**src/aso_pkg.sv**
```systemverilog
// shared constants and types for the serial control block
package aso_pkg;
  // register byte offsets
  localparam logic [7:0] CTRL_OFF   = 8'h00;
  localparam logic [7:0] STATUS_OFF = 8'h04;
  localparam logic [7:0] DATA_OFF   = 8'h08;
  localparam logic [7:0] MASK_OFF   = 8'h0C;
  localparam logic [7:0] BAUD_OFF   = 8'h10;
  localparam logic [7:0] EVENT_OFF  = 8'h14;
  // status and event bit positions
  localparam int TX_DATA_EMPTY_FLAG_BIT = 0;
  localparam int TC_BIT   = 1;
  localparam int RX_FULL_FLAG_BIT = 2;
  localparam int OVR_BIT  = 3;
  localparam int IDLE_BIT = 4;
  localparam int PERR_BIT = 5;
  localparam int EV_W     = 5;
  // reset values
  localparam logic [12:0] CTRL_RST  = 13'h0000;
  localparam logic [15:0] BAUD_RST  = 16'h0043;
  localparam logic [4:0]  MASK_RST  = 5'h1F;
  // frame timing in oversample ticks, frame lengths in bits
  localparam logic [3:0] OVERSAMPLE_LAST = 4'hF;
  localparam logic [3:0] START_MID       = 4'h7;
  localparam logic [3:0] BITS_SHORT      = 4'hA;
  localparam logic [3:0] BITS_LONG       = 4'hB;
  localparam logic [7:0] IDLE_SHORT      = 8'hA0;
  localparam logic [7:0] IDLE_LONG       = 8'hB0;

  // control register, bit 12 down to bit 0
  typedef struct packed {
    logic addr_mark_rouse;
    logic data_nine_bits;
    logic idle_detect_long;
    logic parity_odd_select;
    logic parity_on;
    logic tx_empty_irq_on;
    logic tx_done_irq_on;
    logic rx_full_irq_on;
    logic idle_irq_on;
    logic tx_on;
    logic rx_on;
    logic rx_sleep;
    logic send_break_req;
  } aso_ctrl_type;

  // frame format passed to the transmit shifter
  typedef struct packed {
    logic nine;
    logic par_on;
    logic par_odd;
  } aso_fmt_type;

  typedef enum logic [1:0] {
    RX_IDLE  = 2'b00,
    RX_START = 2'b01,
    RX_DATA  = 2'b10
  } aso_rx_state_type;
endpackage

```
**src/aso_baud.sv**
```systemverilog
// oversample tick divider
`timescale 1ns/10ps
`default_nettype none
module aso_baud (
  // clock and reset
  input  wire logic        sys_clk,
  input  wire logic        rst,
  // divisor and tick
  input  wire logic [15:0] divisor,
  output logic             tick16
);
  logic [15:0] cnt_reg;
  logic [15:0] cnt_next;

  always_comb begin
    if (cnt_reg >= divisor) begin
      cnt_next = 16'h0000;
    end else begin
      cnt_next = cnt_reg + 16'h0001;
    end
  end

  always_ff @(posedge sys_clk or posedge rst) begin
    if (rst) begin
      cnt_reg <= 16'h0000;
    end else begin
      cnt_reg <= cnt_next;
    end
  end

  assign tick16 = (cnt_reg >= divisor);
endmodule // aso_baud
`default_nettype wire

```
**src/aso_tx.sv**
```systemverilog
// transmit shifter with parity and break frames
`timescale 1ns/10ps
`default_nettype none
module aso_tx (
  // clock and reset
  input  wire logic                 sys_clk,
  input  wire logic                 rst,
  // timing and format
  input  wire logic                 tick16,
  input  wire aso_pkg::aso_fmt_type fmt,
  // frame request
  input  wire logic                 start,
  input  wire logic                 brk,
  input  wire logic [8:0]           data,
  // line side
  output logic                      busy,
  output logic                      line
);
  logic [10:0] sh_reg, sh_next;
  logic [3:0]  bit_reg, bit_next;
  logic [3:0]  sub_reg, sub_next;
  logic [3:0]  len_reg, len_next;
  logic        busy_reg, busy_next;
  logic [8:0]  pay;
  logic        par;

  always_comb begin
    pay = fmt.nine ? data : {1'b0, data[7:0]};
    par = fmt.nine ? ^data[7:0] : ^data[6:0];
    par = par ^ fmt.par_odd;
    if (fmt.par_on) begin
      if (fmt.nine) begin
        pay[8] = par;
      end else begin
        pay[7] = par;
      end
    end
    sh_next   = sh_reg;
    bit_next  = bit_reg;
    sub_next  = sub_reg;
    len_next  = len_reg;
    busy_next = busy_reg;
    if (!busy_reg) begin
      if (start) begin
        busy_next = 1'b1;
        bit_next  = 4'h0;
        sub_next  = 4'h0;
        len_next  = fmt.nine ? aso_pkg::BITS_LONG : aso_pkg::BITS_SHORT;
        if (fmt.nine) begin
          sh_next = {1'b1, pay, 1'b0};
        end else begin
          sh_next = {1'b1, 1'b1, pay[7:0], 1'b0};
        end
        if (brk) begin
          sh_next = 11'h000;
        end
      end
    end else if (tick16) begin
      sub_next = sub_reg + 4'h1;
      if (sub_reg == aso_pkg::OVERSAMPLE_LAST) begin
        sh_next  = {1'b1, sh_reg[10:1]};
        bit_next = bit_reg + 4'h1;
        if (bit_reg == len_reg - 4'h1) begin
          busy_next = 1'b0;
        end
      end
    end
  end

  always_ff @(posedge sys_clk or posedge rst) begin
    if (rst) begin
      sh_reg   <= 11'h7FF;
      bit_reg  <= 4'h0;
      sub_reg  <= 4'h0;
      len_reg  <= 4'h0;
      busy_reg <= 1'b0;
    end else begin
      sh_reg   <= sh_next;
      bit_reg  <= bit_next;
      sub_reg  <= sub_next;
      len_reg  <= len_next;
      busy_reg <= busy_next;
    end
  end

  assign line = busy_reg ? sh_reg[0] : 1'b1;
  assign busy = busy_reg;
endmodule // aso_tx
`default_nettype wire

```
**src/aso_top.sv**
```systemverilog
// serial interface with control options, receiver and wishbone registers
`timescale 1ns/10ps
`default_nettype none
module aso_top (
  // clock and reset
  input  wire logic        sys_clk,
  input  wire logic        rst,
  // wishbone slave
  input  wire logic        wb_cyc_i,
  input  wire logic        wb_stb_i,
  input  wire logic        wb_we_i,
  input  wire logic [7:0]  wb_adr_i,
  input  wire logic [3:0]  wb_sel_i,
  input  wire logic [31:0] wb_dat_i,
  output logic [31:0]      wb_dat_o,
  output logic             wb_ack_o,
  // serial line
  input  wire logic        rx_pin,
  output logic             tx_pin_o,
  output logic             tx_pin_oe,
  // interrupt
  output logic             irq
);
  aso_pkg::aso_ctrl_type     ctrl_reg, ctrl_next;
  aso_pkg::aso_fmt_type      fmt;
  aso_pkg::aso_rx_state_type st_reg, st_next;
  logic [15:0] baud_reg, baud_next;
  logic [4:0]  mask_reg, mask_next;
  logic [4:0]  ev_reg, ev_next;
  logic [31:0] dat_reg, dat_next;
  logic        ack_reg, ack_next;
  logic [8:0]  txd_reg, txd_next;
  logic [8:0]  rxd_reg, rxd_next;
  logic        tx_data_empty_flag_reg, tx_data_empty_flag_next;
  logic        tc_reg, tc_next;
  logic        rx_full_flag_reg, rx_full_flag_next;
  logic        ovr_reg, ovr_next;
  logic        idle_reg, idle_next;
  logic        perr_reg, perr_next;
  logic        armed_reg, armed_next;
  logic [3:0]  sub_reg, sub_next;
  logic [3:0]  bit_reg, bit_next;
  logic [9:0]  sh_reg, sh_next;
  logic [7:0]  icnt_reg, icnt_next;
  logic        iarm_reg, iarm_next;
  logic        tick16, tx_busy, tx_line, tx_go;
  logic        req, wr, rd;
  logic        done, keep, wake_addr, idle_hit;
  logic [7:0]  idle_len;
  logic [3:0]  nbits;
  logic [4:0]  flags, irq_en;
  logic [8:0]  rx_word;

  function automatic logic hit(input logic [7:0] adr, input logic [7:0] off);
    hit = (adr == off);
  endfunction

  assign fmt      = '{nine: ctrl_reg.data_nine_bits, par_on: ctrl_reg.parity_on,
                      par_odd: ctrl_reg.parity_odd_select};
  assign req      = wb_cyc_i && wb_stb_i && !ack_reg;
  assign wr       = req && wb_we_i && wb_sel_i[0];
  assign rd       = req && !wb_we_i;
  assign nbits    = ctrl_reg.data_nine_bits ? aso_pkg::BITS_LONG : aso_pkg::BITS_SHORT;
  assign idle_len = ctrl_reg.data_nine_bits ? aso_pkg::IDLE_LONG : aso_pkg::IDLE_SHORT;
  assign flags    = {idle_reg, ovr_reg, rx_full_flag_reg, tc_reg, tx_data_empty_flag_reg};
  assign tx_go    = ctrl_reg.tx_on && !tx_busy && (ctrl_reg.send_break_req || !tx_data_empty_flag_reg);

  aso_baud u_baud (
    .sys_clk (sys_clk),
    .rst     (rst),
    .divisor (baud_reg),
    .tick16  (tick16)
  );

  aso_tx u_tx (
    .sys_clk (sys_clk),
    .rst     (rst),
    .tick16  (tick16),
    .fmt     (fmt),
    .start   (tx_go),
    .brk     (ctrl_reg.send_break_req),
    .data    (txd_reg),
    .busy    (tx_busy),
    .line    (tx_line)
  );

  // receiver frame engine
  always_comb begin
    st_next  = st_reg;
    sub_next = sub_reg;
    bit_next = bit_reg;
    sh_next  = sh_reg;
    done     = 1'b0;
    if (!ctrl_reg.rx_on) begin
      st_next = aso_pkg::RX_IDLE;
    end else if (tick16) begin
      case (st_reg)
        aso_pkg::RX_IDLE: begin
          if (!rx_pin) begin
            st_next  = aso_pkg::RX_START;
            sub_next = 4'h0;
          end
        end
        aso_pkg::RX_START: begin
          sub_next = sub_reg + 4'h1;
          if (sub_reg == aso_pkg::START_MID) begin
            st_next  = rx_pin ? aso_pkg::RX_IDLE : aso_pkg::RX_DATA;
            sub_next = 4'h0;
            bit_next = 4'h0;
          end
        end
        aso_pkg::RX_DATA: begin
          sub_next = sub_reg + 4'h1;
          if (sub_reg == aso_pkg::OVERSAMPLE_LAST) begin
            sh_next  = {rx_pin, sh_reg[9:1]};
            bit_next = bit_reg + 4'h1;
            if (bit_reg == nbits - 4'h2) begin
              st_next = aso_pkg::RX_IDLE;
              done    = 1'b1;
            end
          end
        end
        default: st_next = aso_pkg::RX_IDLE;
      endcase
    end
  end

  // shift aligns so stop is bit 9 and last data bit is bit 8
  assign rx_word   = ctrl_reg.data_nine_bits ? sh_next[8:0] : {1'b0, sh_next[8:1]};
  assign wake_addr = ctrl_reg.addr_mark_rouse && sh_next[8];
  assign keep      = done && (!ctrl_reg.rx_sleep || wake_addr);

  // idle line counter
  always_comb begin
    icnt_next = icnt_reg;
    iarm_next = iarm_reg;
    idle_hit  = 1'b0;
    if (!ctrl_reg.rx_on || !rx_pin) begin
      icnt_next = 8'h00;
      iarm_next = iarm_reg || !rx_pin;
    end else if (ctrl_reg.idle_detect_long && st_reg != aso_pkg::RX_IDLE) begin
      icnt_next = 8'h00;
    end else if (tick16) begin
      if (icnt_reg < idle_len) begin
        icnt_next = icnt_reg + 8'h01;
      end else if (iarm_reg) begin
        idle_hit  = 1'b1;
        iarm_next = 1'b0;
      end
    end
  end

  // registers, flags and bus answer
  always_comb begin
    ctrl_next  = ctrl_reg;
    baud_next  = baud_reg;
    mask_next  = mask_reg;
    txd_next   = txd_reg;
    rxd_next   = rxd_reg;
    tx_data_empty_flag_next  = tx_data_empty_flag_reg;
    tc_next    = tc_reg;
    rx_full_flag_next  = rx_full_flag_reg;
    ovr_next   = ovr_reg;
    idle_next  = idle_reg;
    perr_next  = perr_reg;
    armed_next = armed_reg;
    ev_next    = ev_reg;
    dat_next   = 32'h0000_0000;
    ack_next   = req;
    if (rd) begin
      case (wb_adr_i)
        aso_pkg::CTRL_OFF:   dat_next = {19'h00000, ctrl_reg};
        aso_pkg::STATUS_OFF: dat_next = {26'h0000000, perr_reg, flags};
        aso_pkg::DATA_OFF:   dat_next = {23'h000000, rxd_reg};
        aso_pkg::MASK_OFF:   dat_next = {27'h0000000, mask_reg};
        aso_pkg::BAUD_OFF:   dat_next = {16'h0000, baud_reg};
        aso_pkg::EVENT_OFF:  dat_next = {27'h0000000, ev_reg};
        default:             dat_next = 32'h0000_0000;
      endcase
      if (hit(wb_adr_i, aso_pkg::STATUS_OFF)) begin
        armed_next = 1'b1;
      end
      if (hit(wb_adr_i, aso_pkg::EVENT_OFF)) begin
        ev_next = 5'h00;
      end
      if (hit(wb_adr_i, aso_pkg::DATA_OFF) && armed_reg) begin
        rx_full_flag_next  = 1'b0;
        ovr_next   = 1'b0;
        idle_next  = 1'b0;
        perr_next  = 1'b0;
        armed_next = 1'b0;
      end
    end
    if (wr) begin
      if (hit(wb_adr_i, aso_pkg::CTRL_OFF) && wb_sel_i[1]) begin
        ctrl_next = wb_dat_i[12:0];
      end
      if (hit(wb_adr_i, aso_pkg::MASK_OFF)) begin
        mask_next = wb_dat_i[4:0];
      end
      if (hit(wb_adr_i, aso_pkg::BAUD_OFF) && wb_sel_i[1]) begin
        baud_next = wb_dat_i[15:0];
      end
      if (hit(wb_adr_i, aso_pkg::DATA_OFF) && wb_sel_i[1]) begin
        txd_next = wb_dat_i[8:0];
        if (armed_reg) begin
          tx_data_empty_flag_next  = 1'b0;
          tc_next    = 1'b0;
          armed_next = 1'b0;
        end
      end
    end
    // hardware sets come last so they win over clears
    if (tx_go && !ctrl_reg.send_break_req) begin
      tx_data_empty_flag_next = 1'b1;
    end
    if (!tx_busy && !tx_go && tx_data_empty_flag_next) begin
      tc_next = 1'b1;
    end
    if (keep) begin
      if (rx_full_flag_next) begin
        ovr_next = 1'b1;
      end else begin
        rxd_next  = rx_word;
        rx_full_flag_next = 1'b1;
        perr_next = ctrl_reg.parity_on &&
                    ((^rx_word) != ctrl_reg.parity_odd_select);
      end
    end
    if (idle_hit) begin
      idle_next = 1'b1;
    end
    if (idle_hit && !ctrl_reg.addr_mark_rouse) begin
      ctrl_next.rx_sleep = 1'b0;
    end
    if (done && ctrl_reg.rx_sleep && wake_addr) begin
      ctrl_next.rx_sleep = 1'b0;
    end
    ev_next = ev_next | (flags_next_rise(tx_data_empty_flag_next, tc_next, rx_full_flag_next, ovr_next,
                                         idle_next) & ~flags);
  end

  function automatic logic [4:0] flags_next_rise(input logic a, input logic b,
                                                 input logic c, input logic d,
                                                 input logic e);
    flags_next_rise = {e, d, c, b, a};
  endfunction

  always_ff @(posedge sys_clk or posedge rst) begin
    if (rst) begin
      ctrl_reg  <= aso_pkg::CTRL_RST;
      baud_reg  <= aso_pkg::BAUD_RST;
      mask_reg  <= aso_pkg::MASK_RST;
      ev_reg    <= 5'h00;
      dat_reg   <= 32'h0000_0000;
      ack_reg   <= 1'b0;
      txd_reg   <= 9'h000;
      rxd_reg   <= 9'h000;
      tx_data_empty_flag_reg  <= 1'b1;
      tc_reg    <= 1'b1;
      rx_full_flag_reg  <= 1'b0;
      ovr_reg   <= 1'b0;
      idle_reg  <= 1'b0;
      perr_reg  <= 1'b0;
      armed_reg <= 1'b0;
      st_reg    <= aso_pkg::RX_IDLE;
      sub_reg   <= 4'h0;
      bit_reg   <= 4'h0;
      sh_reg    <= 10'h000;
      icnt_reg  <= 8'h00;
      iarm_reg  <= 1'b0;
    end else begin
      ctrl_reg  <= ctrl_next;
      baud_reg  <= baud_next;
      mask_reg  <= mask_next;
      ev_reg    <= ev_next;
      dat_reg   <= dat_next;
      ack_reg   <= ack_next;
      txd_reg   <= txd_next;
      rxd_reg   <= rxd_next;
      tx_data_empty_flag_reg  <= tx_data_empty_flag_next;
      tc_reg    <= tc_next;
      rx_full_flag_reg  <= rx_full_flag_next;
      ovr_reg   <= ovr_next;
      idle_reg  <= idle_next;
      perr_reg  <= perr_next;
      armed_reg <= armed_next;
      st_reg    <= st_next;
      sub_reg   <= sub_next;
      bit_reg   <= bit_next;
      sh_reg    <= sh_next;
      icnt_reg  <= icnt_next;
      iarm_reg  <= iarm_next;
    end
  end

  assign irq_en = {ctrl_reg.idle_irq_on, ctrl_reg.rx_full_irq_on, ctrl_reg.rx_full_irq_on,
                   ctrl_reg.tx_done_irq_on, ctrl_reg.tx_empty_irq_on};
  assign irq    = |(ev_reg & mask_reg & irq_en);

  assign tx_pin_oe = ctrl_reg.tx_on;
  assign tx_pin_o  = ctrl_reg.tx_on ? tx_line : 1'b1;
  assign wb_dat_o  = dat_reg;
  assign wb_ack_o  = ack_reg;
endmodule // aso_top
`default_nettype wire

```
**config.mk**
```make
export PLATFORM = sky130hd
export DESIGN_NAME = aso_top
export DESIGN_NICKNAME = d
export VERILOG_FILES = /design/src/aso_pkg.sv /design/src/aso_baud.sv /design/src/aso_tx.sv /design/src/aso_top.sv
export SDC_FILE = /design/constraint.sdc
export NUM_CORES = 1
export LEC_CHECK = 0
export BUFFER_PORTS_ARGS = -buffer_cell sky130_fd_sc_hd__buf_2
export CAP_MARGIN = 40
export CORE_ASPECT_RATIO = 1.4
export CORE_MARGIN = 1
export CORE_UTILIZATION = 35
export DETAILED_ROUTE_END_ITERATION = 6
export GPL_TIMING_DRIVEN = 0
export PLACE_DENSITY = 0.49
export SLEW_MARGIN = 20
export SYNTH_ARGS = -nofsm -noshare
export SYNTH_HDL_FRONTEND = slang
export SYNTH_HIERARCHICAL = 1
export SYNTH_SLANG_ARGS = --single-unit
export TNS_END_PERCENT = 30
```
**constraint.sdc**
```tcl
create_clock -name sys_clk -period 5.1 [get_ports sys_clk]
set_input_delay 0 -clock sys_clk [delete_from_list [all_inputs] [get_ports sys_clk]]
set_output_delay 0 -clock sys_clk [all_outputs]
set_load 0.005 [all_outputs]
```
# After elaboration in Yosys (flattened, before gate mapping)
# Cells that the tools add are included.
# W data, S select, Z words.
# op_classes
addsub	8
reduce_logical	65
order_cmp	2
n_mux	100
n_bitwise	8
n_eq_ne	25
# op_table
op	n
$pmux W16 S6	1
$mux W1	55
$mux W11	5
$mux W9	6
$mux W4	10
$mux W16	2
$mux W8	4
$logic_and A1 B1 Y1	21
$mux W2	10
$reduce_and A2 Y1	9
$add A16 B1 Y16 const B	1
$add A4 B1 Y4 const B	4
$eq A8 B4 Y1 const B	2
$eq A8 B5 Y1 const B	2
$ge A16 B16 Y1	1
$and A5 B5 Y5	3
$mux W5	3
$reduce_bool A3 Y1	5
$ne A2 B2 Y1 const B	7
$ne A3 B3 Y1 const B	4
$pmux W4 S3	1
$logic_not A1 Y1	10
$mux W10	1
$reduce_and A5 Y1	2
other kinds (28)	39
# word_totals
inputBits	50
regBits	166
out_inout_bits	36
word_cells	248

# Depth between registers and ports, before layout
# Gate-level depths: netlist of run 1.
# logic_depth
word_depth	12
depth_mapped	15
depth_no_buf	14

# Hierarchy
# Netlist of run 1, hierarchy kept.
# modules_own_cells
mod	n_inst	cells_per_inst	area_per_inst_um2	seq_area_each_um2
aso_top	1	478	5308.8	2765.2
aso_baud	1	131	1263.7	400.4
aso_tx	1	129	1191.1	564.3

# Worst setup path before layout of run 1
# No wires, ideal clock.
# synth_timing
path_kind	register -> register
start	register baud_reg[0]
end	register perr_reg
arrival_ns	3.418
period_less_slack_ns	3.548
path_buffers	1
setup_ns	0.130
stages_incl_launch_ff	15
required_time_ns	4.970
slack_ns	1.552
path_cell_list	dfstp_2 -> ha_1 -> nand2b_1 -> a2111oi_2 -> o31ai_4 -> or3_1 -> and2_2 -> buf_2 -> and3_2 -> o21ai_1 -> xor2_1 -> xnor2_1 -> xnor2_2 -> xnor2_1 -> o31ai_2
# synth_via
elab_chain_len	9
elab_cells_between_ends	14
classes_between	order compare (1); eq/ne (1); mux (7); reduce/logical (5)
# synth_rtl
item	line	rtl
start, declared	aso_top.sv:27	logic [15:0] baud_reg, baud_next;
start signal, assigned	aso_top.sv:252	baud_reg <= aso_pkg::BAUD_RST;
start signal, assigned	aso_top.sv:274	baud_reg <= baud_next;
$ge A16 B16 Y1 (*)	aso_baud.sv:31	assign tick16 = (cnt_reg >= divisor);
net tick16	aso_top.sv:46	logic tick16, tx_busy, tx_line, tx_go;
$mux W9	aso_top.sv:96	end else if (tick16) begin
$mux W9	aso_top.sv:94	if (!ctrl_reg.rx_on) begin
$mux W9	aso_top.sv:129	assign rx_word = ctrl_reg.data_nine_bits ? sh_next[8:0] : {1'b0, sh_next[8:1]};
$reduce_xor A9 Y1	aso_top.sv:227	((^rx_word) != ctrl_reg.parity_odd_select);
$ne A1 B1 Y1	aso_top.sv:227	
$logic_and A1 B1 Y1	aso_top.sv:226	perr_next = ctrl_reg.parity_on &&
$mux W1	aso_top.sv:221	if (rx_full_flag_next) begin
$mux W1 (*)	aso_top.sv:220	if (keep) begin
net perr_next	aso_top.sv:39	logic perr_reg, perr_next;
end signal, assigned	aso_top.sv:286	perr_reg <= perr_next;
end, declared	aso_top.sv:39	
# The timed path passes the listed nets; every way through them passes the cells marked *.
# A chain may end at the register's enable or synchronous reset.

# Final worst setup path of run 1
# layout_timing
start	register baud_reg[6]
end	register perr_reg
# The elaborated chain is that of the path after synthesis.

==> results of run 1 <==
## cells in the mapped netlist, drive strengths merged, types with 13 or more instances
master	n	area (um2)
dfstp	21	552
a222oi	15	150
nand3	30	180
ha	28	350
nor4	22	209
o21ai	40	200
nor2	50	190
mux2	50	563
nand2	74	280
xnor2	31	287
a21oi	30	150
buf	31	215
nand4	14	93.8
dfrtp	127	3180
clkbuf	13	50.0
inv	40	150
## worst min path at each step
stage	slack (ps)	startpoint	cells past startpoint	end
2_1_floorplan	-90	rst	1	u_baud/cnt_reg[0]
3_3_place_gp	130	rst	2	u_baud/cnt_reg[3]
3_5_place_dp	10	rst	2	wb_dat_o[6]
4_1_cts	40	wb_adr_i[2]	5	idle_reg
5_1_grt	80	wb_adr_i[2]	5	idle_reg
6_report	50	wb_adr_i[2]	5	idle_reg
## critical path, delay by kind of cell (launching register included)
| kind | cells | cell delay [ps] |
|---|---|---|
| AOI/OAI and AO/OA | 5 | 1430 |
| and+or+nand+nor | 4 | 1400 |
| DFF | 1 | 540 |
| xor gates and xnor gates | 3 | 450 |
| adders and majority gates | 1 | 310 |
| buffers and inverters | 1 | 40 |
## area by class of cell
| class | instances | area share, % |
|---|---|---|
| plain buffers | 44 | 2.84 |
| clock buffers | 18 | 4.60 |
| clock inverters | 14 | 2.06 |
| inverters | 40 | 1.66 |
| multi-input cells | 521 | 39.4 |
| flip-flops and latches | 148 | 40.0 |
| well taps | 297 | 3.98 |
| repair buffers | 74 | 5.44 |
## per-layer routing
metal	part of all wire, %	global-route usage [%]	vias to the layer above
met5	0	0	-
met4	2.7	8.43	0
met3	2.3	3.00	30
met2	53	33.5	92
met1	42	21.5	2953
li1	-	-	2816
## through the flow
stage          util [%]  setup slack [ps]  power, mW  hold slack (ps)  instances
4_1_cts            42.8               811       2.76             37.8       1156
6_report           42.8               840       2.72             53.3       1156
2_1_floorplan         -              1550       1.33            -86.3        753
5_1_grt            42.8               598       2.82             78.4       1156
3_3_place_gp       38.8               791       1.37              135       1101
3_5_place_dp       39.0               822       1.38             13.6       1103
## cells in the final DEF, fill, tap and decap left out, drive strengths merged, types with 28 or more instances in the layout
master,Yosys,layout
a21oi,30,30
buf,31,84
clkbuf,13,31
dfrtp,127,127
ha,28,28
inv,40,47
mux2,50,50
nand2,74,74
nand3,30,30
nor2,50,50
o21ai,40,40
xnor2,31,31
## logic make-up (layout without fill, tap and decap cells)
kind of cell / after synthesis / in the layout / synth area share (%)
simple gates: 247 / 247 / 17.4
flops: 148 / 148 / 48.0
compound gates: 129 / 129 / 11.2
buf+inv: 84 / 190 / 5.35
mux: 57 / 57 / 8.15
xor+xnor: 44 / 44 / 5.33
fa+ha+maj: 28 / 28 / 4.51
other cells: 1 / 16 / 0.0483
## power groups by stage
stage          clock network [mW]  registers [mW]  logic [mW]
6_report                     1.35            1.23       0.140
5_1_grt                      1.43            1.24       0.159
4_1_cts                      1.38            1.23       0.142
3_5_place_dp                    0            1.25       0.130
3_3_place_gp                    0            1.25       0.120
2_1_floorplan                   0            1.25      0.0830
## repair_timing
item / 4_1_cts / 5_1_grt
hold buffers: 21 / 0
endpoints found under the hold margin: 191 / 0
buffers inserted: 0 / 0
==> run metrics, run 1 <==
Gate power share 5.1%; number of remaining DRC errors 0; measured slew at the worst slew-check pin a little under 800 ps; Req. time, crit path 5450 ps; Main synth FF type dfrtp_1; I/O pin cnt 86; Critical path destination perr_reg; Placeable Area 21,800 um2; Initial Utilization 35.6%; critical-path cell list inv_1, ha_1, nand3_1, a31o_2, a21oi_1, or3_1, nand2_1, o21ai_1, a21oi_1, nor4_4, xnor2_1, xnor2_2, xnor2_1, o31ai_2; Die Wd approximately 130 um; Seq pwr share around 45%; crit path max fanout 12; post-route cell area a little over 9000 um2; routability cong. 0.844; RSZ-0062 raised after global routing no; fillers between 2,000 and 2,500; TNS Setup 0 ps; Crit Path Class flop to flop; leakage 4.26 nW; DIE AREA ~23,000 um2; via count between 5,000 and 6,000; slowest stage delay, CP slightly above 600 ps; cts repair resizes 0; clock network power share between 40% and 50%; Switching Fraction around 24%; gate count of the mapped netlist approximately 740; Worst Clk Skew 8.48 ps; Critical Path Slowest Stage Cell or3_1; VDD IR-drop max roughly 0.00024 V; Worst-path clk slew 70 ps; drt first pass iters 7; Remaining Overflow, GRT 0; FP Rows 64; flops & latches, synth 148; period utilization between 80% and 90%; Multi-input gate area between 3000 and 4000 um2; worst r2r src baud_reg[6]; dpl cell area 8500 um2; CTS sink cnt 148; worst reg-to-reg path cell count 14; CTS tree yes; Worst Setup SP baud_reg[6]; # Max-Cap Violations 0; share of post-route cells with drive strength above 1 between 20% and 30%; Final ANT Viol Nets 0; final wirelength between 15,000 and 20,000 um; arrival time at the worst endpoint approximately 4600 ps; reg2reg end perr_reg; antenna fix cells 0; clock tree buffer depth 2; Fmax 235 MHz; CP startpoint kind flop; Via-to-Cell Ratio 5.10; maximum number of pins on one net before global-route repair 81; Seq/Total Area, Yosys 48.0%; EDFF count, synth 0; Tot GR Track Use between 10% and 20%; die height about 180 um; storage element area approximately 3700 um2; syn_area_per_cell roughly 11 um2; first-pass GRT wire length 32,400 um; status finished clean; Max transition margin ~48%; Worst Setup End Kind flop; worst hold path type primary input to flop; mapped cell area between 7000 and 8000 um2; synthesis-to-finish area growth 20.2%; FFs w/ async S/R, synth 100%; First DRT Iteration DRCs approximately 400; setup violators final 0; Routed WL per cell 17.2 um; number of global-route vias before repair between 6,000 and 7,000; FF-to-FF setup slack 840 ps; P_int a little over 2 mW; Final Max Slew Viols 0; port bufs slightly above 50; Final Hold Vio Count 0; Netlist cell types 74; htree depth 4; pwr dens approximately 290 nW/um2; clk_lat worst skew 430 ps; P_sw between 0.6 and 0.7 mW; minimum clock period approximately 4300 ps; initial antenna violation count 0; total CTS buffers 17; CTS root buf clkbuf_16; Post-DP HPWL about 15,000 um; nets@finish ~920; Ys Warns 6
Power figures use the tool's default switching activity.
==> run 2, diff against run 1 <==
--- a/config.mk
+++ b/config.mk
@@ -12,7 +12,7 @@
 export CORE_UTILIZATION = 35
 export DETAILED_ROUTE_END_ITERATION = 6
 export GPL_TIMING_DRIVEN = 0
-export PLACE_DENSITY = 0.49
+export PLACE_DENSITY = 0.51
 export SLEW_MARGIN = 20
 export SYNTH_ARGS = -nofsm -noshare
 export SYNTH_HDL_FRONTEND = slang
==> constraint.sdc (replaced) <==
create_clock -name sys_clk -period 3.9 [get_ports sys_clk]
set_input_delay 0 -clock sys_clk [delete_from_list [all_inputs] [get_ports sys_clk]]
set_output_delay 0 -clock sys_clk [all_outputs]
set_load 0.005 [all_outputs]
==> run 2 against run 1 <==
Sequential power rose by 31%. Total power rose by 35%. Largest power group unchanged. Clock skew barely moved. Highest routed layer unchanged. Count of clock-buffer cells in the layout rose by 3. Routed wire length fell by 5.5%. Critical path type unchanged.
==> run metrics, run 2 (synthesis results as in run 1) <==
status finished clean; die height 178 um (unchanged); Final WS setup 155 ps (-685 ps); Die Wd 128 um (unchanged); fillers 2,153 (+1.4%); Req. time, crit path 4240 ps (-1210 ps); antenna fix cells 0 (unchanged); Fmax 267 MHz (+14%); routability cong. 0.782 (-7.3%); post-route cell area 9450 um2 (+1.2%); Max transition margin 49.6% (+1.4 points); hold path depth 5 (unchanged); Via-to-Cell Ratio 4.94 (-3.0%); dpl cells 1,103 (unchanged); utilization after layout 43.4% (+0.53 points); total CTS buffers 17 (unchanged); P_sw 0.782 mW (+18%); worst hold path type primary input to flop; share of post-route cells with drive strength above 1 24.2% (+0.67 points); drt first pass iters 7 (unchanged); measured slew at the worst slew-check pin 752 ps (-21.4 ps); Multi-input gate area 3710 um2 (+0.75%); Worst-path clk slew 60 ps (about the same); worst r2r src baud_reg[1]; Worst Setup SP baud_reg[1]; CTS root buf clkbuf_16; Worst Clk Skew 8.76 ps (+0.282 ps); Final ANT Viol Nets 0 (unchanged); synthesis-to-finish area growth 21.7%; I/O pin cnt 86 (unchanged); number of global-route vias before repair 5,719 (-7.3%); number of remaining DRC errors 0 (unchanged); clock network power share 51.1% (+1.6 points); cell mode on critical path xnor2_1; P_int 2.89 mW (+40%); minimum clock period 3750 ps (-515 ps); total power 3.67 mW (+35%); crit path max fanout 10 (-2); CP startpoint kind flop; final wirelength 18,700 um (-5.5%); clk_lat worst skew 430 ps (about the same); maximum number of pins on one net before global-route repair 60 (-26%); metal2 WL 10,200 um (-3.5%); worst reg-to-reg path cell count 14 (unchanged); htree depth 4 (unchanged); CTS sink cnt 148 (unchanged); Final Hold Vio Count 0 (unchanged); most common cell after layout, fill and taps aside dfrtp_1; worst hold slack 54.0 ps (+0.678 ps); Crit Path Class flop to flop; TNS Setup 0 ps (unchanged); first-pass GRT wire length 30,300 um (-6.3%); most frequent cells in the layout dfrtp_1 (127), nand2_1 (73), buf_2 (58); Final Max Slew Viols 0 (unchanged); Remaining Overflow, GRT 0 (unchanged); Routed WL per cell 16.1 um (-5.9%); critical-path cell list inv_1, ha_1, a2111oi_4, o31ai_4, or3_4, and2_2, buf_2, and3_2, o21ai_1, xor2_1, xnor2_1, xnor2_2, xnor2_1, o31ai_2; storage element area 3730 um2 (unchanged); Tot GR Track Use 17.5% (-1.1 points); # Max-Cap Violations 0 (unchanged); Post-DP HPWL 14,000 um (-4.8%); Non-Filler Instances 1,161 (+0.43%); via count 5,739 (-2.6%); dpl cell area 8500 um2 (unchanged); setup violators final 0 (unchanged); nets@finish 929 (+0.54%); Critical Path Slowest Stage Cell dfstp_2; leakage 4.31 nW (+1.0%); Initial Utilization 35.6% (unchanged); Top Layer Used met4; Switching Fraction 21.3% (-3.1 points); arrival time at the worst endpoint 4080 ps (-530 ps); First DRT Iteration DRCs 298 (-25%); FP Rows 64 (unchanged); Gate power share 5.0% (about the same); WL met3 418 um (-7.7%); Seq pwr share 43.9% (-1.4 points); pwr dens 389 nW/um2 (+33%); CTS tree yes; slowest stage delay, CP 560 ps (-60 ps); initial antenna violation count 0 (unchanged); DP Worst Slack -313 ps (-1140 ps); port bufs 51 (unchanged); Worst Hold Launch wb_adr_i[2]; clock tree buffer depth 2 (unchanged); Met1 Wirelength 7860 um (-5.3%); VDD IR-drop max 0.000318 V (+30%); Placeable Area 21,800 um2 (unchanged); period utilization 96.0% (+13 points); Worst Setup End Kind flop; DIE AREA 22,800 um2 (unchanged)
run 2: cell count changes in the layout (fill, tap and decap cells not counted), sizes merged:
| cell | delta |
|---|---|
| clkbuf | +3 |
| buf | +5 |
| inv | -5 |
| clkinv | -1 |
| bufinv | +3 |
run 2: layout make-up:
type / instances / area share (%)
plain buffers: 44 / 2.81
inverters: 40 / 1.64
well taps: 297 / 3.93
clock buffers: 21 / 4.77
multi-input cells: 521 / 39.2
flip-flops and latches: 148 / 39.5
repair buffers: 79 / 5.77
clock inverters: 11 / 2.36
run 2: routing by layer:
| layer | track usage (%) | vias up |
|---|---|---|
| met5 | 0 | - |
| met4 | 5.54 | 0 |
| met3 | 2.97 | 20 |
| met2 | 32.3 | 76 |
| met1 | 20.3 | 2822 |
| li1 | - | 2821 |
run 2: worst paths after layout:
kind	end	slack, ps
min in group asynchronous	u_tx/sub_reg[0]	90
worst max register to register	perr_reg	150
worst max-delay path	perr_reg	150
worst min register to register	u_tx/sh_reg[0]	460
worst min-delay path	idle_reg	50
max in group asynchronous	baud_reg[6]	3010
run 2: worst max-delay path: cells and delay by family (launching register included):
| kind | cells | cell delay [ps] |
|---|---|---|
| AOI/OAI and AO/OA | 4 | 890 |
| xor gates and xnor gates | 4 | 680 |
| adders and majority gates | 1 | 330 |
| buffers and inverters | 2 | 260 |
| DFF | 1 | 560 |
| and+or+nand+nor | 3 | 930 |
run 2: timing repair:
action	CTS	global route
buffers inserted	0	5
resized for setup	3	2
hold buffers	21	0
setup endpoints to repair	15	8
hold endpoints to repair	137	0
pin swaps	1	3
run 2: power by group through the flow:
stage | clock, mW | combinational, mW | sequential [mW]
detailed placement | 0 | 0.168 | 1.64
floorplan | 0 | 0.109 | 1.63
finish | 1.88 | 0.185 | 1.61
CTS | 1.92 | 0.184 | 1.61
global placement | 0 | 0.160 | 1.64
global route | 1.98 | 0.210 | 1.62
==> run 3, diff against run 2 <==
--- a/config.mk
+++ b/config.mk
@@ -5,14 +5,15 @@
 export SDC_FILE = /design/constraint.sdc
 export NUM_CORES = 1
 export LEC_CHECK = 0
+export ABC_AREA = 1
 export BUFFER_PORTS_ARGS = -buffer_cell sky130_fd_sc_hd__buf_2
 export CAP_MARGIN = 40
 export CORE_ASPECT_RATIO = 1.4
 export CORE_MARGIN = 1
-export CORE_UTILIZATION = 35
+export CORE_UTILIZATION = 53
 export DETAILED_ROUTE_END_ITERATION = 6
 export GPL_TIMING_DRIVEN = 0
-export PLACE_DENSITY = 0.51
+export PLACE_DENSITY = 0.73
 export SLEW_MARGIN = 20
 export SYNTH_ARGS = -nofsm -noshare
 export SYNTH_HDL_FRONTEND = slang
==> run 3 against run 2 <==
Clock skew decreased by 0.50 ps. Critical path type unchanged. Count of clock-buffer cells in the layout is 3 lower. Maximum frequency is 15% higher. Hold slack gained 12 ps. Register-to-register slack better by 480 ps. Combinational power decreased by 34%. Critical endpoint is now rxd_reg[0]. Die area down 32%. Total power decreased by 12%.
==> run metrics, run 3 <==
status finished clean; Worst-path clk slew 60 ps (about the same); Netlist cell types 47 (-36%); Main synth FF type dfrtp_1; routability cong. 0.954 (+22%); Final Max Slew Viols 0 (unchanged); Non-Filler Instances 1,292 (+11%); worst hold path type primary input to flop; Max transition margin 57.4% (+7.8 points); nets@finish 1,168 (+26%); Worst Clk Skew 8.26 ps (-0.502 ps); DIE AREA 15,400 um2 (-32%); worst reg-to-reg path cell count 22 (+8); # Max-Cap Violations 0 (unchanged); pwr dens 350 nW/um2 (-10%); CTS root buf clkbuf_16; via count 6,767 (+18%); Yosys top cell area share 40.2% (-0.72 points); Critical Path Slowest Stage Cell dfstp_2; TNS Setup 0 ps (unchanged); FP Rows 52 (-19%); Final ANT Viol Nets 0 (unchanged); die height 146 um (-18%); P_int 2.49 mW (-14%); dpl cells 1,238 (+12%); cell mode on critical path nand2_1; most common cell after layout, fill and taps aside nand2_1; hold path depth 4 (-1); Routed WL per cell 14.9 um (-7.8%); Synth area leader dfrtp_1; Gate power share 3.8% (-1.2 points); minimum clock period 3270 ps (-478 ps); Switching Fraction 23.3% (+2.1 points); Die Wd 105 um (-18%); Placeable Area 14,500 um2 (-33%); Seq/Total Area, Yosys 47.2% (-0.84 points); slowest stage delay, CP 540 ps (-20 ps); Synth top cells by count nand2_1 (259), dfrtp_1 (127), inv_1 (120), o21ai_0 (74), nor2_1 (71); total power 3.25 mW (-12%); RSZ-0062 raised after global routing no; Buf/Inv on CP 3 (+1); First DRT Iteration DRCs 414 (+39%); Tot GR Track Use 26.8% (+9.3 points); Crit Path Class flop to flop; drt first pass iters 5 (-2); first-pass GRT wire length 32,100 um (+5.7%); period utilization 83.8% (-12 points); Fmax 306 MHz (+15%); fillers 1,268 (-41%); Final Hold Vio Count 0 (unchanged); Remaining Overflow, GRT 0 (unchanged); arrival time at the worst endpoint 3580 ps (-500 ps); number of global-route vias before repair 6,715 (+17%); most frequent cells in the layout nand2_1 (259), dfrtp_1 (127), inv_1 (119); cts repair resizes 0 (-3); maximum number of pins on one net before global-route repair 72 (+20%); gate count of the mapped netlist 981 (+33%); flops & latches, synth 148 (unchanged); Ys Warns 6 (unchanged); number of remaining DRC errors 0 (unchanged); Multi-input gate area 3490 um2 (-5.7%); syn_area_per_cell 8.06 um2 (-23%); CP startpoint kind flop; most common cell in the synthesized netlist nand2_1; total CTS buffers 17 (unchanged); Via-to-Cell Ratio 5.24 (+6.0%); htree depth 4 (unchanged); Initial Utilization 54.5% (+19 points); Req. time, crit path 4210 ps (-30 ps); clk_lat worst skew 430 ps (about the same); CTS sink cnt 148 (unchanged); antenna fix cells 0 (unchanged); leakage 4.52 nW (+5.0%); storage element area 3730 um2 (unchanged); initial antenna violation count 0 (unchanged); clock tree buffer depth 2 (unchanged); CP delay by family, top simple AND/OR/NAND/NOR gates; final wirelength 19,200 um (+2.6%); clock network power share 48.6% (-2.5 points); EDFF count, synth 0 (unchanged); measured slew at the worst slew-check pin 639 ps (-113 ps); Worst Setup End Kind flop; Seq pwr share 47.6% (+3.7 points); CTS tree yes; mapped cell area 7900 um2 (+1.8%); synthesis-to-finish area growth 17.5%; Post-DP HPWL 14,400 um (+2.3%); critical-path cell list inv_1, ha_1, nand2_1, nor2_1, nor2_1, nand2_1, nand2_1, nand2_1, nand2_1, nand2_2, buf_6, nand2_2, nor2_8, nand2_4, nand2_1, nand2_1, nor2_2, o211a_1, nand2_2, buf_4, nand2_1, o21ai_1; setup violators final 0 (unchanged); crit path max fanout 15 (+5); FFs w/ async S/R, synth 100% (unchanged); WP depth 22 (+8); share of post-route cells with drive strength above 1 16.0% (-8.2 points); VDD IR-drop max 0.000324 V (+1.9%); I/O pin cnt 86 (unchanged); synth top area cells dfrtp_1 (40%), nand2_1 (12%), dfstp_2 (7.0%), inv_1 (5.7%), o21ai_0 (4.7%); P_sw 0.758 mW (-3.0%); port bufs 51 (unchanged)
run 3: cell count changes after synthesis, sizes merged, moves of 29 or more:
cell	delta
nand2	+196
mux2	-49
nor2	+32
o21ai	+59
nand3	+29
inv	+93
run 3: layout make-up:
type	instances	share of cell area, %
repair buffers	75	5.58
multi-input cells	679	37.6
well taps	189	2.55
plain buffers	36	2.53
inverters	133	5.43
clock inverters	14	1.41
clock buffers	18	4.73
flip-flops and latches	148	40.2
run 3: power groups by stage:
stage	clock [mW]	sequential, mW	combinational, mW
2_1_floorplan	0	1.57	0.0620
3_3_place_gp	0	1.57	0.0997
3_5_place_dp	0	1.57	0.107
4_1_cts	1.60	1.55	0.124
5_1_grt	1.67	1.55	0.139
6_report	1.58	1.55	0.122
run 3: per-stage QoR:
step	utilization [%]	worst slack, ps	hold WS, ps	cell area [um2]
3_5_place_dp	58.6	644	45.9	8500
5_1_grt	64.0	386	95.3	9290
3_3_place_gp	58.2	-274	147	8450
4_1_cts	64.0	617	57.3	9290
2_1_floorplan	-	1010	-86.3	7960
6_report	64.0	632	66.4	9290
run 3: worst register-to-register path: cells and delay by family, from the launching register on:
family / cells / cell delay [ps]
flip-flops: 1 / 540
AND/OR/NAND/NOR: 16 / 1530
adder cells (fa/ha/maj): 1 / 280
buffers and inverters: 3 / 500
AO/OA/AOI/OAI: 2 / 310
run 3: repair_timing:
item,4_1_cts,5_1_grt
buffers inserted,0,0
hold endpoints to repair,142,0
endpoints found under the setup margin,0,0
hold buffers,22,0
run 3: final timing paths:
path,end,slack [ps],start
setup / recovery,rxd_reg[0],630,baud_reg[1]
hold / removal,wb_dat_o[15],70,wb_adr_i[5]
setup reg to reg,rxd_reg[0],630,baud_reg[1]
hold reg to reg,ctrl_reg[1],470,ctrl_reg[1]
max in group asynchronous,mask_reg[4],3060,rst
min in group asynchronous,baud_reg[13],130,rst
run 3: layer usage:
layer	global-route usage, %	wire [um]	vias to the layer above
li1	-	-	3378
met1	30.8	7740	3162
met2	47.4	9940	176
met3	3.93	727	51
met4	14.8	807	0
met5	0	0	-
run 3: cell families (layout without fill, tap and decap cells):
family                   Yosys count  count (layout)  share of synthesized area [%]
multiplexers                       1               1                          0.142
AND/OR/NAND/NOR                  436             436                           24.0
buffers and inverters            169             276                           9.29
XOR/XNOR                          17              17                           1.88
flip-flops                       148             148                           47.2
AO/OA/AOI/OAI                    181             181                           13.0
other                              1              16                         0.0475
adder cells (fa/ha/maj)           28              28                           4.43
